===== src/inc/pwlk_pkg.sv =====
package pwlk_pkg;
  // ****************
  // opcodes
  // ****************
  localparam logic [7:0] OP_WRITE_ENABLE_CMD   = 8'h06;
  localparam logic [7:0] OP_LOCKCL = 8'ha6;
  localparam logic [7:0] OP_PWRD   = 8'he7;
  localparam logic [7:0] OP_PWPROG = 8'he8;
  localparam logic [7:0] OP_PWUNLK = 8'he9;
  localparam logic [7:0] OP_CLRST  = 8'h30;
  localparam logic [7:0] OP_SWRST  = 8'hf0;
  // ****************
  // field positions and reset values
  // ****************
  localparam int          ASP_PWMODE_BIT = 2;
  localparam int          CR1_FREEZE_BIT = 1;
  localparam int          CR1_VOLSEL_BIT = 3;
  localparam logic [63:0] PW_ERASED      = 64'hffff_ffff_ffff_ffff;
  localparam logic [2:0]  BP_RST         = 3'h0;
  localparam logic [6:0]  BITS_INSTR     = 7'h08;
  localparam logic [6:0]  BITS_PW        = 7'h48;
  // ****************
  // timing
  // ****************
  localparam int          CLK_MHZ        = 125;
  localparam int          T_PROG_US      = 10;
  localparam int          T_LOCK_US      = 1;
  localparam int          RESET_RECOVERY_TIME_US       = 35;
  localparam int          PROG_CYC       = T_PROG_US * CLK_MHZ;
  localparam int          LOCK_CYC       = T_LOCK_US * CLK_MHZ;
  localparam int          RPH_CYC        = RESET_RECOVERY_TIME_US * CLK_MHZ;
  typedef enum logic [2:0] {PW_IDLE, PW_LOCK, PW_PROG, PW_UNLK, PW_FAIL, PW_RST} pwlk_state_t;
endpackage


===== src/logic/pwlk_core.sv =====
`timescale 1ns/1ns
// What this block does
// - lock-clear command a6h clears the lock bit when its timed operation ends.
// - lock-clear is accepted only while the write enable latch is set.
// - lock-clear runs only if chip select rises right after eight bits.
// - busy flag high during lock-clear; on completion busy and latch drop.
// - status stays readable while a protection operation is busy.
// - password read e7h works only while asp bit 2 is one.
// - password shifts out low byte first, msb first, on falling clock.
// - password output repeats every 64 clocks while host keeps clocking.
// - password program e8h needs write enable and asp bit 2 one.
// - program runs only if select rises after bit 72; busy while running.
// - failed program raises program error; latch cleared at program end.
// - unlock e9h takes 64 password bits and must end exactly there.
// - unlock mismatch sets program error and leaves busy stuck high.
// - only clear-status, software reset or hard reset leave the stuck error.
// - unlock match sets the lock bit to one.
// - software reset f0h restores power-up state but keeps freeze, lock and the stored password.
// - software reset keeps the nonvolatile configuration select bits.
// - software reset clears block protect only if volatile and not frozen.
// - freeze clear and lock restore need a hard reset, not software reset.
// - software reset starts at select rise and lasts the recovery time.
module pwlk_core #(
  parameter int PROG_CYCLES = pwlk_pkg::PROG_CYC,
  parameter int LOCK_CYCLES = pwlk_pkg::LOCK_CYC,
  parameter int RPH_CYCLES  = pwlk_pkg::RPH_CYC
) (
  input  wire logic       clk,
  input  wire logic       rst,
  input  wire logic       cs_n,
  input  wire logic       sck,
  input  wire logic       si,
  input  wire logic       wel_set,
  input  wire logic [2:0] asp_in,
  input  wire logic       lock_por_val,
  input  wire logic       prog_fail,
  input  wire logic       freeze_set,
  input  wire logic       bp_wr,
  input  wire logic [2:0] bp_wdata,
  input  wire logic       volsel_in,
  input  wire logic       tb_prot_in,
  input  wire logic       tb_parm_in,
  output logic            so,
  output logic            so_oe,
  output logic            write_enable_latch,
  output logic            write_in_progress,
  output logic            program_error,
  output logic            persistent_protection_bit,
  output logic            freeze,
  output logic [2:0]      block_protect,
  output logic            protection_volatility_select,
  output logic            top_bottom_protect_select,
  output logic            top_bottom_parameter_select,
  output logic            in_reset
);
  // ****************
  // pin synchronisers and edges
  // ****************
  logic [1:0] cs_s_q, sck_s_q, si_s_q;
  logic       cs_d1_q, sck_d1_q;
  always_ff @(posedge clk or posedge rst) begin
    if (rst) begin
      cs_s_q   <= 2'h3;
      sck_s_q  <= 2'h0;
      si_s_q   <= 2'h0;
      cs_d1_q  <= 1'h1;
      sck_d1_q <= 1'h0;
    end else begin
      cs_s_q   <= {cs_s_q[0], cs_n};
      sck_s_q  <= {sck_s_q[0], sck};
      si_s_q   <= {si_s_q[0], si};
      cs_d1_q  <= cs_s_q[1];
      sck_d1_q <= sck_s_q[1];
    end
  end
  wire cs_lo   = ~cs_s_q[1];
  wire cs_rise = cs_s_q[1] & ~cs_d1_q;
  wire sck_r   = cs_lo & sck_s_q[1] & ~sck_d1_q;
  wire sck_f   = cs_lo & ~sck_s_q[1] & sck_d1_q;
  wire si_b    = si_s_q[1];

  // ****************
  // frame shifter
  // ****************
  logic [6:0]  bcnt_q;
  logic [7:0]  op_q;
  logic [63:0] data_q;
  logic        ovf_q;
  wire         bcnt_full = (bcnt_q == 7'h7f);
  always_ff @(posedge clk or posedge rst) begin
    if (rst) begin
      bcnt_q <= 7'h0;
      op_q   <= 8'h0;
      data_q <= 64'h0;
      ovf_q  <= 1'h0;
    end else if (~cs_lo) begin
      bcnt_q <= 7'h0;
      ovf_q  <= 1'h0;
    end else if (sck_r) begin
      bcnt_q <= bcnt_full ? bcnt_q : bcnt_q + 7'h1;
      ovf_q  <= ovf_q | bcnt_full;
      if (bcnt_q < pwlk_pkg::BITS_INSTR) begin
        op_q <= {op_q[6:0], si_b};
      end else begin
        data_q <= {data_q[62:0], si_b};
      end
    end
  end
  // serial order is byte 0 first, msb first: byte-swap the shift image
  logic [63:0] pw_rx;
  for (genvar i = 0; i < 8; i++) begin : g_swap
    assign pw_rx[8*i +: 8] = data_q[8*(7-i) +: 8];
  end

  // ****************
  // command decode at select rise
  // ****************
  logic        wel_q, wip_q, perr_q, lock_q, frz_q, vol_q, tbp_q, tbm_q;
  logic [2:0]  bp_q;
  logic [63:0] pw_q;
  logic [31:0] tmr_q;
  pwlk_pkg::pwlk_state_t st_q;
  wire idle      = (st_q == pwlk_pkg::PW_IDLE);
  wire pw_open   = asp_in[pwlk_pkg::ASP_PWMODE_BIT];
  wire len8      = ~ovf_q & (bcnt_q == pwlk_pkg::BITS_INSTR);
  wire len72     = ~ovf_q & (bcnt_q == pwlk_pkg::BITS_PW);
  wire go_lock   = cs_rise & idle & len8 & wel_q
                   & (op_q == pwlk_pkg::OP_LOCKCL);
  wire go_prog   = cs_rise & idle & len72 & wel_q & pw_open
                   & (op_q == pwlk_pkg::OP_PWPROG);
  wire go_unlk   = cs_rise & idle & len72 & (op_q == pwlk_pkg::OP_PWUNLK);
  wire go_clr    = cs_rise & len8 & (op_q == pwlk_pkg::OP_CLRST)
                   & (idle | st_q == pwlk_pkg::PW_FAIL);
  wire go_swrst  = cs_rise & len8 & (op_q == pwlk_pkg::OP_SWRST);
  wire tmr_done  = (tmr_q == 32'h0);
  wire pw_match  = (pw_rx == pw_q);
  wire write_enable_cmd_hit  = cs_rise & idle & len8 & (op_q == pwlk_pkg::OP_WRITE_ENABLE_CMD);

  // ****************
  // operation sequencer
  // ****************
  always_ff @(posedge clk or posedge rst) begin
    if (rst) begin
      st_q  <= pwlk_pkg::PW_IDLE;
      tmr_q <= 32'h0;
    end else if (go_swrst) begin
      st_q  <= pwlk_pkg::PW_RST;
      tmr_q <= 32'(RPH_CYCLES - 1);
    end else begin
      unique case (st_q)
        pwlk_pkg::PW_IDLE: begin
          if (go_lock) begin
            st_q  <= pwlk_pkg::PW_LOCK;
            tmr_q <= 32'(LOCK_CYCLES - 1);
          end else if (go_prog | go_unlk) begin
            st_q  <= go_prog ? pwlk_pkg::PW_PROG : pwlk_pkg::PW_UNLK;
            tmr_q <= 32'(PROG_CYCLES - 1);
          end
        end
        pwlk_pkg::PW_UNLK: begin
          if (tmr_done) begin
            st_q <= pw_match ? pwlk_pkg::PW_IDLE : pwlk_pkg::PW_FAIL;
          end else begin
            tmr_q <= tmr_q - 32'h1;
          end
        end
        pwlk_pkg::PW_FAIL: begin
          if (go_clr) begin
            st_q <= pwlk_pkg::PW_IDLE;
          end
        end
        default: begin
          if (tmr_done) begin
            st_q <= pwlk_pkg::PW_IDLE;
          end else begin
            tmr_q <= tmr_q - 32'h1;
          end
        end
      endcase
    end
  end
  wire end_lock = (st_q == pwlk_pkg::PW_LOCK) & tmr_done;
  wire end_prog = (st_q == pwlk_pkg::PW_PROG) & tmr_done;
  wire end_unlk = (st_q == pwlk_pkg::PW_UNLK) & tmr_done;

  // ****************
  // recovery flag
  // ****************
  // registered so the pin carries no decode glitch; tracks the reset state one for one
  logic in_rst_q;
  always_ff @(posedge clk or posedge rst) begin
    if (rst) begin
      in_rst_q <= 1'h0;
    end else begin
      in_rst_q <= go_swrst | ((st_q == pwlk_pkg::PW_RST) & ~tmr_done);
    end
  end

  // ****************
  // protection and status state
  // ****************
  // the lock power-on value is strapped in after release, never inside the reset branch
  logic por_done_q;
  always_ff @(posedge clk or posedge rst) begin
    if (rst) begin
      por_done_q <= 1'h0;
      lock_q     <= 1'h0;
      frz_q      <= 1'h0;
      pw_q       <= pwlk_pkg::PW_ERASED;
      vol_q      <= 1'h0;
      tbp_q      <= 1'h0;
      tbm_q      <= 1'h0;
      bp_q       <= pwlk_pkg::BP_RST;
    end else begin
      por_done_q <= 1'h1;
      if (~por_done_q) begin
        lock_q <= lock_por_val;
        vol_q  <= volsel_in;
        tbp_q  <= tb_prot_in;
        tbm_q  <= tb_parm_in;
      end else if (end_lock) begin
        lock_q <= 1'h0;
      end else if (end_unlk & pw_match) begin
        lock_q <= 1'h1;
      end
      // freeze only sets here; a software reset never clears it
      if (freeze_set) begin
        frz_q <= 1'h1;
      end
      if (end_prog & ~prog_fail) begin
        pw_q <= pw_rx;
      end
      if (go_swrst & vol_q & ~frz_q) begin
        bp_q <= pwlk_pkg::BP_RST;
      end else if (bp_wr & ~frz_q) begin
        bp_q <= bp_wdata;
      end
    end
  end

  // ****************
  // status bits
  // ****************
  always_ff @(posedge clk or posedge rst) begin
    if (rst) begin
      wel_q  <= 1'h0;
      wip_q  <= 1'h0;
      perr_q <= 1'h0;
    end else begin
      if (go_swrst | end_lock | end_prog) begin
        wel_q <= 1'h0;
      end else if (write_enable_cmd_hit | wel_set) begin
        wel_q <= 1'h1;
      end
      if (go_swrst | go_clr) begin
        perr_q <= 1'h0;
      end else if ((end_unlk & ~pw_match) | (end_prog & prog_fail)) begin
        perr_q <= 1'h1;
      end
      wip_q <= (go_lock | go_prog | go_unlk) ? 1'h1 :
               (go_swrst | go_clr | end_lock | end_prog | end_unlk) ?
               (end_unlk & ~pw_match & ~go_clr & ~go_swrst) : wip_q;
    end
  end

  // ****************
  // password read-out
  // ****************
  // bit index counts from the first falling edge after the opcode and wraps at 64
  logic [5:0] rd_idx_q;
  logic       so_q, oe_q;
  wire        rd_act = idle & pw_open & (op_q == pwlk_pkg::OP_PWRD)
                       & (ovf_q | bcnt_q >= pwlk_pkg::BITS_INSTR);
  wire [5:0]  rd_bit = {rd_idx_q[5:3], ~rd_idx_q[2:0]};
  always_ff @(posedge clk or posedge rst) begin
    if (rst) begin
      rd_idx_q <= 6'h0;
      so_q     <= 1'h0;
      oe_q     <= 1'h0;
    end else if (~cs_lo) begin
      rd_idx_q <= 6'h0;
      oe_q     <= 1'h0;
    end else if (sck_f & rd_act) begin
      so_q     <= pw_q[rd_bit];
      oe_q     <= 1'h1;
      rd_idx_q <= rd_idx_q + 6'h1;
    end
  end

  assign so                           = so_q;
  assign so_oe                        = oe_q;
  assign write_enable_latch           = wel_q;
  assign write_in_progress            = wip_q;
  assign program_error                = perr_q;
  assign persistent_protection_bit    = lock_q;
  assign freeze                       = frz_q;
  assign block_protect                = bp_q;
  assign protection_volatility_select = vol_q;
  assign top_bottom_protect_select    = tbp_q;
  assign top_bottom_parameter_select  = tbm_q;
  assign in_reset                     = in_rst_q;
endmodule


===== config.mk =====
export PLATFORM = sky130hd
export DESIGN_NAME = pwlk_core
export DESIGN_NICKNAME = d
export VERILOG_FILES = /design/src/inc/pwlk_pkg.sv /design/src/logic/pwlk_core.sv
export SDC_FILE = /design/constraint.sdc
export NUM_CORES = 1
export LEC_CHECK = 0
export BUFFER_PORTS_ARGS = -buffer_cell sky130_fd_sc_hd__clkbuf_2
export CAP_MARGIN = 20
export CORE_MARGIN = 3
export CORE_UTILIZATION = 45
export CTS_CLUSTER_DIAMETER = 200
export DETAILED_ROUTE_END_ITERATION = 10
export PLACE_DENSITY_LB_ADDON = 0.15
export SLEW_MARGIN = 40
export SYNTH_ARGS = -nofsm -noshare
export SYNTH_HDL_FRONTEND = slang
export SYNTH_SLANG_ARGS = --single-unit

===== constraint.sdc =====
create_clock -name clk -period 16.97 [get_ports clk]
set_input_delay 3.394 -clock clk [delete_from_list [all_inputs] [get_ports clk]]
set_output_delay 3.394 -clock clk [all_outputs]
set_load 0.02 [all_outputs]

== Word level (Yosys, flattened, before mapping) ==
Index checks and enable logic that the tools add are counted.

* Add/subtract/negate cells: 3
* $lt $le $gt $ge: 3
* Eq/ne operators: 23
* Muxes and demuxes: 36
* Bitwise operators: 66
* Reduce and logical (&&, ||, !) cells: 15

{| class="wikitable"
|+ Operators with widths
! kind !! count
|-
| $mux 32 || 4
|-
| $eq 64x64->1 || 1
|-
| $pmux 32 s2 || 1
|-
| $eq 8x8->1 const B || 5
|-
| $and 1x1->1 || 38
|-
| $logic_not 32->1 || 1
|-
| $sub 32x1->32 const B || 1
|-
| $mux 3 || 9
|-
| $mux 7 || 3
|-
| $mux 1 || 15
|-
| $or 1x1->1 || 15
|-
| $eq 7x7->1 const B || 2
|-
| $mux 6 || 2
|-
| $not 1->1 || 12
|-
| $reduce_bool 2->1 || 6
|-
| $ne 3x3->1 const B || 3
|-
| $pmux 3 s3 || 1
|-
| $reduce_and 3->1 || 3
|-
| $eq 8x3->1 const B || 1
|-
| $eq 8x6->1 const B || 1
|-
| $add 7x1->7 const B || 1
|-
| $eq 7x4->1 const B || 1
|-
| $ge 7x4->1 const B || 1
|-
| $lt 6x7->1 const B || 1
|-
| 14 further kinds || 18
|}

* Register bits: 208
* Input port bits: 19
* Output and inout port bits: 14
* Logic and storage cells: 172

== Depth between registers and ports, before layout ==
Gate-level depths: netlist of the first run.

* Depth in word-level cells: 12
* Mapped depth: 10
* Depth with buffers taken out: 8

== Worst setup path after synthesis of the first run ==
Ideal clock, no wire load.

* Path type: input-to-reg
* Start: in asp_in[2]
* End: reg tmr_q[22]
* Setup time: 0.119 ns
* Arrival: 4.628 ns
* Data required time: 16.851 ns
* Setup slack: 12.223 ns
* Stages: 6
* Path buffers: 1
* Cells stage by stage: a21oi_1 o32ai_1 nand3b_1 clkbuf_1 o21ai_0 a21bo_2

* Cells in the longest elaborated chain, start to end: 5

{| class="wikitable"
|+ RTL lines
! element !! RTL line !! text
|-
| start, declared || pwlk_core.sv:34 || <nowiki>input wire logic [2:0] asp_in,</nowiki>
|-
| $and 1x1->1 || pwlk_core.sv:129 || <nowiki>wire go_prog = cs_rise & idle & len72 & wel_q & pw_open</nowiki>
|-
| $and 1x1->1 || pwlk_core.sv:130 || <nowiki>& (op_q == pwlk_pkg::OP_PWPROG);</nowiki>
|-
| $or 1x1->1 || pwlk_core.sv:155 || <nowiki>end else if (go_prog | go_unlk) begin</nowiki>
|-
| $ne 4x1->1 (no source line) || -- ||
|-
| $reduce_and 3->1 (no source line) || -- ||
|-
| end signal, assigned || pwlk_core.sv:154 || <nowiki>tmr_q <= 32'(LOCK_CYCLES - 1);</nowiki>
|-
| end signal, assigned || pwlk_core.sv:157 || <nowiki>tmr_q <= 32'(PROG_CYCLES - 1);</nowiki>
|-
| end signal, assigned || pwlk_core.sv:164 || <nowiki>tmr_q <= tmr_q - 32'h1;</nowiki>
|-
| end, declared || pwlk_core.sv:121 || <nowiki>logic [31:0] tmr_q;</nowiki>
|}

Every way passes these cells.
A chain may end at the register's enable or synchronous reset.

== Worst setup path after layout of the first run ==
* Start: in asp_in[2]
* End: reg tmr_q[2]

Same word-level chain as after synthesis.

==> results.sh, run 1 <==
export IMPL_status="finished clean"
export IMPL_n_antenna_cell=0
export IMPL_io_pin_count=33
export IMPL_hold_slack_ns=0.354
export IMPL_die_height_um=156
export IMPL_cp_data_arrival_time_ns=5.22
export IMPL_vias_per_cell=5.66
export IMPL_start_util_pct=46.1
export IMPL_hold_path_class="register to register"
export IMPL_yosysUniqueCellTypes=57
export IMPL_avgSynthCellArea_um2=12.0
export IMPL_final_nets=896
export IMPL_routabilityCongestion=0.883
export IMPL_synthArstFlopShare_pct=100
export IMPL_fin_util_pct=51.8
export IMPL_firstDrtPassIters=4
export IMPL_drcViolationCount=0
export IMPL_grt_pass1_wl_um=36200
export IMPL_cts_setup_buffers=0
export IMPL_ys_ff_latch=208
export IMPL_cp_max_fo=12
export IMPL_post_drt_wl_per_cell_um=18.6
export IMPL_grt_max_degree=127
export IMPL_syn_to_final_growth_pct=12.2
export IMPL_vias=6620
export IMPL_synth_cell_area_mm2=0.0102
export IMPL_drt_initial_drc_count=358
export IMPL_core_region_area_mm2=0.0220
export IMPL_cts_buffers=24
export IMPL_dp_hpwl_um=14700
export IMPL_ys_warn_count=0
export IMPL_die_area_mm2=0.0244
export IMPL_max_slew_margin_pct=48.1
export IMPL_grt_usage_pct=18.2
export IMPL_cp_end_kind="register"
export IMPL_port_buffers=30
export IMPL_htreeDepth=1
export IMPL_wirelength_um=21700
export IMPL_worst_slew_pin_slew_ns=0.773
export IMPL_p_per_area_mw_per_mm2=93.7
export IMPL_finClkSkew_ns=0.00984
export IMPL_syn_inst=845
export IMPL_cts_tree="built"
export IMPL_layout_common_cells="dfrtp_1, mux2_2, xnor2_1"
export IMPL_clock_fmax_mhz=207
export IMPL_root_buffer="clkbuf_16"
export IMPL_rsz0062_at_grt="false"
export IMPL_layout_setup_ws_ns=12.14
export IMPL_setup_tns_ns=0
export IMPL_dp_slack_ns=11.65
export IMPL_cts_resized=0
export IMPL_peakVddDrop_mv=0.0645
export IMPL_synth_edf_count=0
export IMPL_drive_gt1_share_pct=28.1
export IMPL_final_max_slew_violation_count=0
export IMPL_synthFlopType="dfrtp_1"
export IMPL_ant_nets=0
export IMPL_final_hold_violation_count=0
export IMPL_setup_viol=0
export IMPL_crit_type="input port to register"
export IMPL_timing_final_crit_share_pct=28.5
export IMPL_dieWidth_um=156
export IMPL_leakage_nw=4.84
export IMPL_synth_nets=869
export IMPL_ys_seq_area_share_pct=52.1
export IMPL_final_common_cell="dfrtp_1"
export IMPL_cap_viol_max_count=0
export IMPL_numClockSinks=208
export IMPL_grt_pass1_vias=6762
export IMPL_critPathLaunchType="input port"
export IMPL_worst_ep_required_time_ns=17.36
export IMPL_insertion_delay_ns=0.51
export IMPL_grt_overflow_total=0
export IMPL_clk_path_buf_depth=3
export IMPL_antenna_found_initial=0
export IMPL_rows=54
export IMPL_hold_buffers=0
export IMPL_clkTransAtPathRegs_ns=0.06
export IMPL_layout_min_cycle_time_ns=4.83
## area by class of cell
| cell class | count | area (µm²) |
|---|---|---|
| well taps | 280 | 350 |
| clock buffers | 40 | 722 |
| fillers | 1842 | 10600 |
| repair buffers | 41 | 265 |
| flip-flops and latches | 208 | 5290 |
| clock inverters | 4 | 73.8 |
| inverters | 19 | 83.8 |
| multi-input cells | 578 | 4610 |
## through the flow
stage | std cells | area, µm² | total power [mW]
after detailed placement | 1126 | 10600 | 0.560
after global placement | 1124 | 10500 | 0.558
after global routing | 1170 | 11400 | 1.11
after CTS | 1170 | 11400 | 1.08
after floorplan | 845 | 10200 | 0.548
final | 1170 | 11400 | 1.07
## metal layers
layer  share of wire (%)  track usage [%]  up-vias  routed length [µm]
met5                   0                0        -                   0
met2                  49             29.9      100               10700
met1                  46             25.5     3374               10100
li1                    -                -     3121                   -
met4                 1.7             4.50        0                 369
met3                 2.7             2.71       25                 595
## report_power, final
part	internal (mW)	total (mW)	leakage, nW	switching, mW
Sequential	0.507	0.519	2.46	0.0122
Clock	0.319	0.517	0.387	0.197
Combinational	0.0136	0.0316	1.99	0.0180
## final timing paths
check                                  end  slack (ns)  startpoint  cells past startpoint
min in group asynchronous        bcnt_q[4]        2.93         rst                      2
worst min register to register  sck_s_q[1]        0.35  sck_s_q[0]                      0
worst min-delay path            sck_s_q[1]        0.35  sck_s_q[0]                      0
max in group asynchronous       data_q[60]       12.83         rst                      3
worst max-delay path              tmr_q[2]       12.14   asp_in[2]                      7
worst max register to register     pw_q[4]       13.21   tmr_q[14]                      7
## critical path: stages
cell,delay [ns]
clkbuf_2,0.12
a21oi_1,0.08
o32ai_1,0.60
nand3b_1,0.42
buf_4,0.27
o21ai_0,0.10
a22o_1,0.23
## synthesized netlist by cell type (all sizes together) (3+ instances only)
library cell / count / area (µm²)
clkbuf: 30 / 113
a22o: 6 / 52.6
and3: 4 / 25.0
xor2: 8 / 70.1
a41oi: 3 / 26.3
nor2b: 7 / 43.8
a31oi: 16 / 100
nand4: 35 / 219
nor3: 17 / 85.1
nor3b: 3 / 22.5
or2: 6 / 37.5
mux2: 141 / 1590
mux4: 13 / 293
nor4b: 3 / 26.3
nor2: 44 / 165
nand2: 36 / 135
xnor2: 70 / 613
or3: 13 / 81.3
a21o: 3 / 22.5
o21ai: 35 / 175
dfstp: 67 / 1760
inv: 18 / 67.6
nand2b: 8 / 50.1
nor4: 19 / 119
ha: 5 / 62.6
dfrtp: 141 / 3530
nand3: 10 / 50.1
buf: 10 / 86.3
or4: 7 / 56.3
nand3b: 6 / 45.0
mux2i: 10 / 100
o31ai: 3 / 22.5
a21oi: 26 / 130
## state kept, by name (all words and copies together), names as in the netlist, 2 cells and up
register       cells
bcnt_q             7
block_protect      3
cs_s_q             2
data_q            64
op_q               8
pw_q              64
rd_idx_q           6
sck_s_q            2
si_s_q             2
st_q               3
tmr_q             32
## logic make-up (layout without fill, tap and decap cells)
family / count (synthesis) / after routing / share of synthesized area [%]
adders and majority gates: 5 / 5 / 0.616
other: 1 / 1 / 0.0369
xor gates and xnor gates: 78 / 78 / 6.73
AOI/OAI and AO/OA: 105 / 105 / 6.31
and+or+nand+nor: 225 / 225 / 12.1
muxes: 164 / 164 / 19.5
DFF: 208 / 208 / 52.1
buffers and inverters: 59 / 104 / 2.66
No activity file was read; power rests on OpenSTA's default activity.
==> inputs of run 2 (changes only) <==
--- a/config.mk
+++ b/config.mk
@@ -5,6 +5,7 @@
 export SDC_FILE = /design/constraint.sdc
 export NUM_CORES = 1
 export LEC_CHECK = 0
+export ABC_AREA = 1
 export BUFFER_PORTS_ARGS = -buffer_cell sky130_fd_sc_hd__clkbuf_2
 export CAP_MARGIN = 20
 export CORE_MARGIN = 3
==> constraint.sdc (replaced) <==
create_clock -name clk -period 3.9 [get_ports clk]
set_input_delay 0.78 -clock clk [delete_from_list [all_inputs] [get_ports clk]]
set_output_delay 0.78 -clock clk [all_outputs]
set_load 0.02 [all_outputs]
==> run 2 against run 1 <==
  * Wire length grew 17%
  * Sequential share of layout area shrank 4.5 points
  * Critical path depth grew 2
  * Clock power rose to 5.0 times the previous value
  * Clock skew decreased by 0.0025 ns
  * Non-clock buffer count grew 7
  * Synthesized cell count up 81%
  * Final cell count increased by 62%
  * Flip-flop and latch count stayed put
  * Sequential power increased to 4.3 times the previous value
  * Setup slack lost 11 ns
  * Critical endpoint is now tmr_q[28]
==> results.sh, run 2 <==
export IMPL_status="finished clean"
export IMPL_syn_to_final_growth_pct=12.3
export IMPL_synth_top_cell_by_area="dfrtp_1"
export IMPL_cts_resized=0
export IMPL_setup_viol=0
export IMPL_cp_max_fo=12
export IMPL_numClockSinks=208
export IMPL_synth_nets=1554
export IMPL_critPathLaunchType="register"
export IMPL_stdcell_area_mm2=0.0126
export IMPL_hold_path_class="input port to asynchronous set/reset pin"
export IMPL_yosysUniqueCellTypes=42
export IMPL_post_dp_cell_area_mm2=0.0117
export IMPL_final_max_slew_violation_count=0
export IMPL_cts_setup_buffers=0
export IMPL_synth_area_top_cells="dfrtp_1, nand2_1, dfstp_2, inv_1, o21ai_0"
export IMPL_synthArstFlopShare_pct=100
export IMPL_final_nets=1580
export IMPL_antenna_found_initial=0
export IMPL_dp_hpwl_um=17400
export IMPL_final_hold_violation_count=0
export IMPL_insertion_delay_ns=0.51
export IMPL_grt_pass1_wl_um=43700
export IMPL_layout_setup_ws_ns=1.35
export IMPL_die_height_um=164
export IMPL_layout_common_cells="nand2_1, inv_1, dfrtp_1"
export IMPL_cts_tree="built"
export IMPL_slowest_delay_ns=0.68
export IMPL_ys_ff_latch=208
export IMPL_vias=9286
export IMPL_grt_max_degree=89
export IMPL_cp_common_cell="inv_2"
export IMPL_cp_end_kind="register"
export IMPL_clk_path_buf_depth=3
export IMPL_htreeDepth=1
export IMPL_post_drt_wl_per_cell_um=13.4
export IMPL_grt_overflow_total=0
export IMPL_rsz0062_at_grt="false"
export IMPL_layout_min_cycle_time_ns=2.55
export IMPL_routabilityCongestion=0.833
export IMPL_syn_inst=1530
export IMPL_vias_per_cell=4.89
export IMPL_cp_data_arrival_time_ns=2.95
export IMPL_timing_final_crit_share_pct=65.5
export IMPL_clock_fmax_mhz=391
export IMPL_rows=57
export IMPL_ys_warn_count=0
export IMPL_ys_seq_area_share_pct=47.0
export IMPL_cp_num_buf_inv=3
export IMPL_synth_edf_count=0
export IMPL_die_area_mm2=0.0269
export IMPL_final_cell_count_no_fill=1898
export IMPL_dieWidth_um=164
export IMPL_ant_nets=0
export IMPL_peakVddDrop_mv=0.344
export IMPL_largestRegisters="data_q (64), pw_q (64), tmr_q (32)"
export IMPL_io_pin_count=33
export IMPL_core_region_area_mm2=0.0245
export IMPL_place_inst=1854
export IMPL_worst_slew_pin_slew_ns=0.726
export IMPL_wirelength_um=25500
export IMPL_root_buffer="clkbuf_16"
export IMPL_crit_chain="inv_2 > nor2_2 > nand4_2 > nor2_8 > inv_2 > nand3_2 > inv_1 > o21ai_0 > o21ai_1"
export IMPL_crit_type="register to register"
export IMPL_drt_initial_drc_count=657
export IMPL_setup_tns_ns=0
export IMPL_cp_depth=9
export IMPL_synthTopCellsByCount="nand2_1, inv_1, dfrtp_1"
export IMPL_p_per_area_mw_per_mm2=395
export IMPL_n_antenna_cell=0
export IMPL_slowest_stage="dfstp_2"
export IMPL_grt_pass1_vias=9005
export IMPL_leakage_nw=5.53
export IMPL_worst_ep_required_time_ns=4.29
export IMPL_max_slew_margin_pct=51.4
export IMPL_synth_top_area_share_pct=31.4
export IMPL_drcViolationCount=0
export IMPL_finClkSkew_ns=0.00738
export IMPL_grt_usage_pct=19.7
export IMPL_ff2ff_path_depth=9
export IMPL_synth_most_common_cell="nand2_1"
export IMPL_final_common_cell="nand2_1"
export IMPL_dp_slack_ns=1.34
export IMPL_synthFlopType="dfrtp_1"
export IMPL_firstDrtPassIters=5
export IMPL_start_util_pct=46.0
export IMPL_cts_buffers=24
export IMPL_clkTransAtPathRegs_ns=0.06
export IMPL_cp_top_family="simple AND/OR/NAND/NOR gates"
export IMPL_cap_viol_max_count=0
export IMPL_hold_buffers=0
export IMPL_synth_cell_area_mm2=0.0112
export IMPL_avgSynthCellArea_um2=7.35
export IMPL_drive_gt1_share_pct=13.6
export IMPL_port_buffers=30
## run 2: worst paths after layout
check	startpoint	end	slack (ns)
max	cs_s_q[1]	tmr_q[28]	1.35
min	rst	tmr_q[14]	0.29
max reg2reg	cs_s_q[1]	tmr_q[28]	1.35
min reg2reg	si_s_q[0]	si_s_q[1]	0.35
max in group asynchronous	rst	pw_q[22]	2.70
min in group clk	cs_n	cs_s_q[0]	0.35
## run 2: metal layers
metal / track usage, % / up-vias / wire [µm] / share of wire (%)
met5: 0 / - / 0 / 0
met4: 4.61 / 0 / 480 / 1.9
met3: 2.52 / 36 / 786 / 3.1
met2: 32.0 / 122 / 11500 / 45
met1: 28.2 / 4261 / 12800 / 50
li1: - / 4867 / - / -
## run 2: cells by family after synthesis
family	Yosys count	share of synthesized area (%)
AOI/OAI and AO/OA	243	11.2
DFF	208	47.0
buffers and inverters	246	9.26
other	1	0.0334
xor gates and xnor gates	24	1.87
and+or+nand+nor	803	30.0
adders and majority gates	5	0.556
## run 2: per-stage QoR
step / hold WS, ns / power (mW) / utilization [%]
after floorplan: 0.331 / 2.37 / -
after global placement: 0.334 / 2.43 / 47.6
after detailed placement: 0.340 / 2.43 / 47.8
after CTS: 0.288 / 5.06 / 51.6
after global routing: 0.317 / 5.16 / 51.6
final: 0.288 / 4.98 / 51.6
## run 2: power breakdown
part	internal, mW	switching, mW
clock network	1.68	0.910
logic	0.0469	0.115
registers	2.19	0.0329
## run 2: final cells by class
class / count / area (µm²)
clock buffer: 28 / 667
clock inverter: 16 / 260
fill: 2350 / 11800
inverter: 198 / 749
multi-input combinational: 1076 / 4930
sequential: 208 / 5290
tap: 324 / 405
timing repair buffer: 48 / 327
==> inputs of run 3 (changes only) <==
==> constraint.sdc (replaced) <==
create_clock -name clk -period 2.3 [get_ports clk]
set_input_delay 0.46 -clock clk [delete_from_list [all_inputs] [get_ports clk]]
set_output_delay 0.46 -clock clk [all_outputs]
set_load 0.02 [all_outputs]
==> run 3 against run 2 <==
  * Sequential power rose by 70%
  * Global-route usage about the same
  * Register-to-register slack lost 1.1 ns
  * Clock skew up 0.0028 ns
  * Via count is 1.4% higher
  * Wire length increased by 0.29%
  * Combinational power is 82% higher
  * Largest cell class unchanged
  * Highest routed layer unchanged
==> results.sh, run 3 (synthesized netlist as in run 2, its figures left out) <==
export IMPL_dp_hpwl_um=17600
export IMPL_root_buffer="clkbuf_16"
export IMPL_drive_gt1_share_pct=14.3
export IMPL_grt_max_degree=129
export IMPL_grt_pass1_wl_um=43700
export IMPL_start_util_pct=46.0
export IMPL_finClkSkew_ns=0.0102
export IMPL_layout_common_cells="nand2_1, inv_1, dfrtp_1"
export IMPL_cts_buffers=26
export IMPL_layout_min_cycle_time_ns=2.07
export IMPL_cp_data_arrival_time_ns=2.49
export IMPL_timing_final_crit_share_pct=90.2
export IMPL_place_inst=1869
export IMPL_grt_pass1_vias=8818
export IMPL_dieWidth_um=164
export IMPL_die_area_mm2=0.0269
export IMPL_setup_viol=0
export IMPL_post_drt_wl_per_cell_um=13.3
export IMPL_ant_nets=0
export IMPL_grt_usage_pct=19.7
export IMPL_post_dp_cell_area_mm2=0.0119
export IMPL_stdcell_area_mm2=0.0128
export IMPL_leakage_nw=5.66
export IMPL_ff2ff_path_depth=11
export IMPL_clkTransAtPathRegs_ns=0.06
export IMPL_met2_wirelength_um=11400
export IMPL_firstDrtPassIters=5
export IMPL_drt_met1_wl_um=12700
export IMPL_antenna_found_initial=0
export IMPL_fin_util_pct=52.4
export IMPL_max_slew_margin_pct=59.2
export IMPL_final_common_cell="nand2_1"
export IMPL_final_nets=1600
export IMPL_drcViolationCount=0
export IMPL_cp_end_kind="register"
export IMPL_critPathLaunchType="register"
export IMPL_setup_tns_ns=0
export IMPL_htreeDepth=1
export IMPL_grt_overflow_total=0
export IMPL_numClockSinks=208
export IMPL_syn_to_final_growth_pct=14.1
export IMPL_final_hold_violation_count=0
export IMPL_vias_per_cell=4.90
export IMPL_worst_slew_pin_slew_ns=0.611
export IMPL_rsz0062_at_grt="false"
export IMPL_routabilityCongestion=0.870
export IMPL_r2r_start="bcnt_q[0]"
export IMPL_worst_ep_required_time_ns=2.71
export IMPL_hold_path_class="input port to register"
export IMPL_final_max_slew_violation_count=0
export IMPL_p_per_area_mw_per_mm2=650
export IMPL_clk_path_buf_depth=3
export IMPL_wirelength_um=25600
export IMPL_clock_fmax_mhz=482
export IMPL_drt_initial_drc_count=608
export IMPL_hold_start="si"
export IMPL_rows=57
export IMPL_vias=9412
export IMPL_cp_max_fo=9
export IMPL_final_cell_count_no_fill=1920
export IMPL_port_buffers=30
export IMPL_highest_layer="met4"
export IMPL_crit_type="register to register"
export IMPL_peakVddDrop_mv=0.547
export IMPL_status="finished clean"
export IMPL_n_antenna_cell=0
export IMPL_cts_tree="built"
export IMPL_core_region_area_mm2=0.0245
export IMPL_route_met3_wl_um=917
export IMPL_die_height_um=164
export IMPL_cap_viol_max_count=0
export IMPL_largestRegisters="data_q (64), pw_q (64), tmr_q (32)"
export IMPL_io_pin_count=33
export IMPL_critPathLaunch="bcnt_q[0]"
export IMPL_insertion_delay_ns=0.52
export IMPL_hold_depth=1
run 3: changes by cell type in the layout (fill, tap and decap cells not counted):
cell / previous run / this run
clkbuf_8: 3 / 7
dlygate4sd3_1: 0 / 2
clkinvlp_4: 3 / 4
clkbuf_1: 0 / 4
nor4_2: 1 / 0
buf_6: 1 / 0
clkinv_2: 7 / 4
nor4_4: 0 / 1
bufinv_16: 7 / 3
clkbuf_16: 25 / 27
buf_4: 14 / 26
nor2_2: 14 / 13
buf_12: 3 / 8
nor2_1: 128 / 129
run 3: per-stage QoR:
step / hold WS [ns] / total power [mW] / setup slack [ns]
final: 0.0479 / 8.33 / 0.226
after global routing: 0.0280 / 8.66 / 0.0106
after CTS: 0.0270 / 8.45 / 0.203
after detailed placement: 0.337 / 4.13 / 0.205
after global placement: 0.332 / 4.13 / 0.270
after floorplan: 0.331 / 4.02 / -0.806
run 3: final cells by class:
class                           instances  area (µm²)
Clock buffer                           38         787
Clock inverter                         10         133
Fill cell                            2361       11600
Inverter                              198         749
Multi-Input combinational cell       1076        4940
Sequential cell                       208        5290
Tap cell                              324         405
Timing Repair Buffer                   66         526
run 3: final timing paths:
| kind | end | slack, ns |
|---|---|---|
| min in group asynchronous | tmr_q[31] | 0.56 |
| max in group asynchronous | pw_q[2] | 1.07 |
| min reg2reg | sck_s_q[1] | 0.34 |
| min | si_s_q[0] | 0.05 |
| max reg2reg | tmr_q[29] | 0.23 |
| max | tmr_q[29] | 0.23 |
run 3: report_power, final:
part / internal (mW) / leakage (nW) / total (mW) / switching [mW]
Sequential: 3.72 / 2.46 / 3.78 / 0.0544
Combinational: 0.0887 / 2.75 / 0.295 / 0.206
Clock: 2.70 / 0.446 / 4.26 / 1.56
run 3: critical path, stage by stage, from the launching register on:
cell and delay [ns]:
dfrtp_1 0.37, inv_1 0.11, ha_1 0.15, inv_1 0.05
nor2_1 0.15, nand4_2 0.23, nor2_8 0.23, inv_2 0.11
nand2_1 0.27, a21oi_1 0.10, o21ai_2 0.14, nand2_1 0.06
run 3: timing repair:
action / in CTS / in global routing
buffers inserted: 0 / 1
resized for setup: 0 / 2
hold buffers: 2 / 0
setup endpoints to repair: 0 / 3
hold endpoints to repair: 8 / 0
run 3: metal layers:
| layer | vias up | global-route usage [%] |
|---|---|---|
| met4 | 0 | 4.69 |
| li1 | 4913 | - |
| met2 | 125 | 31.0 |
| met1 | 4336 | 28.9 |
| met3 | 38 | 2.65 |
| met5 | - | 0 |
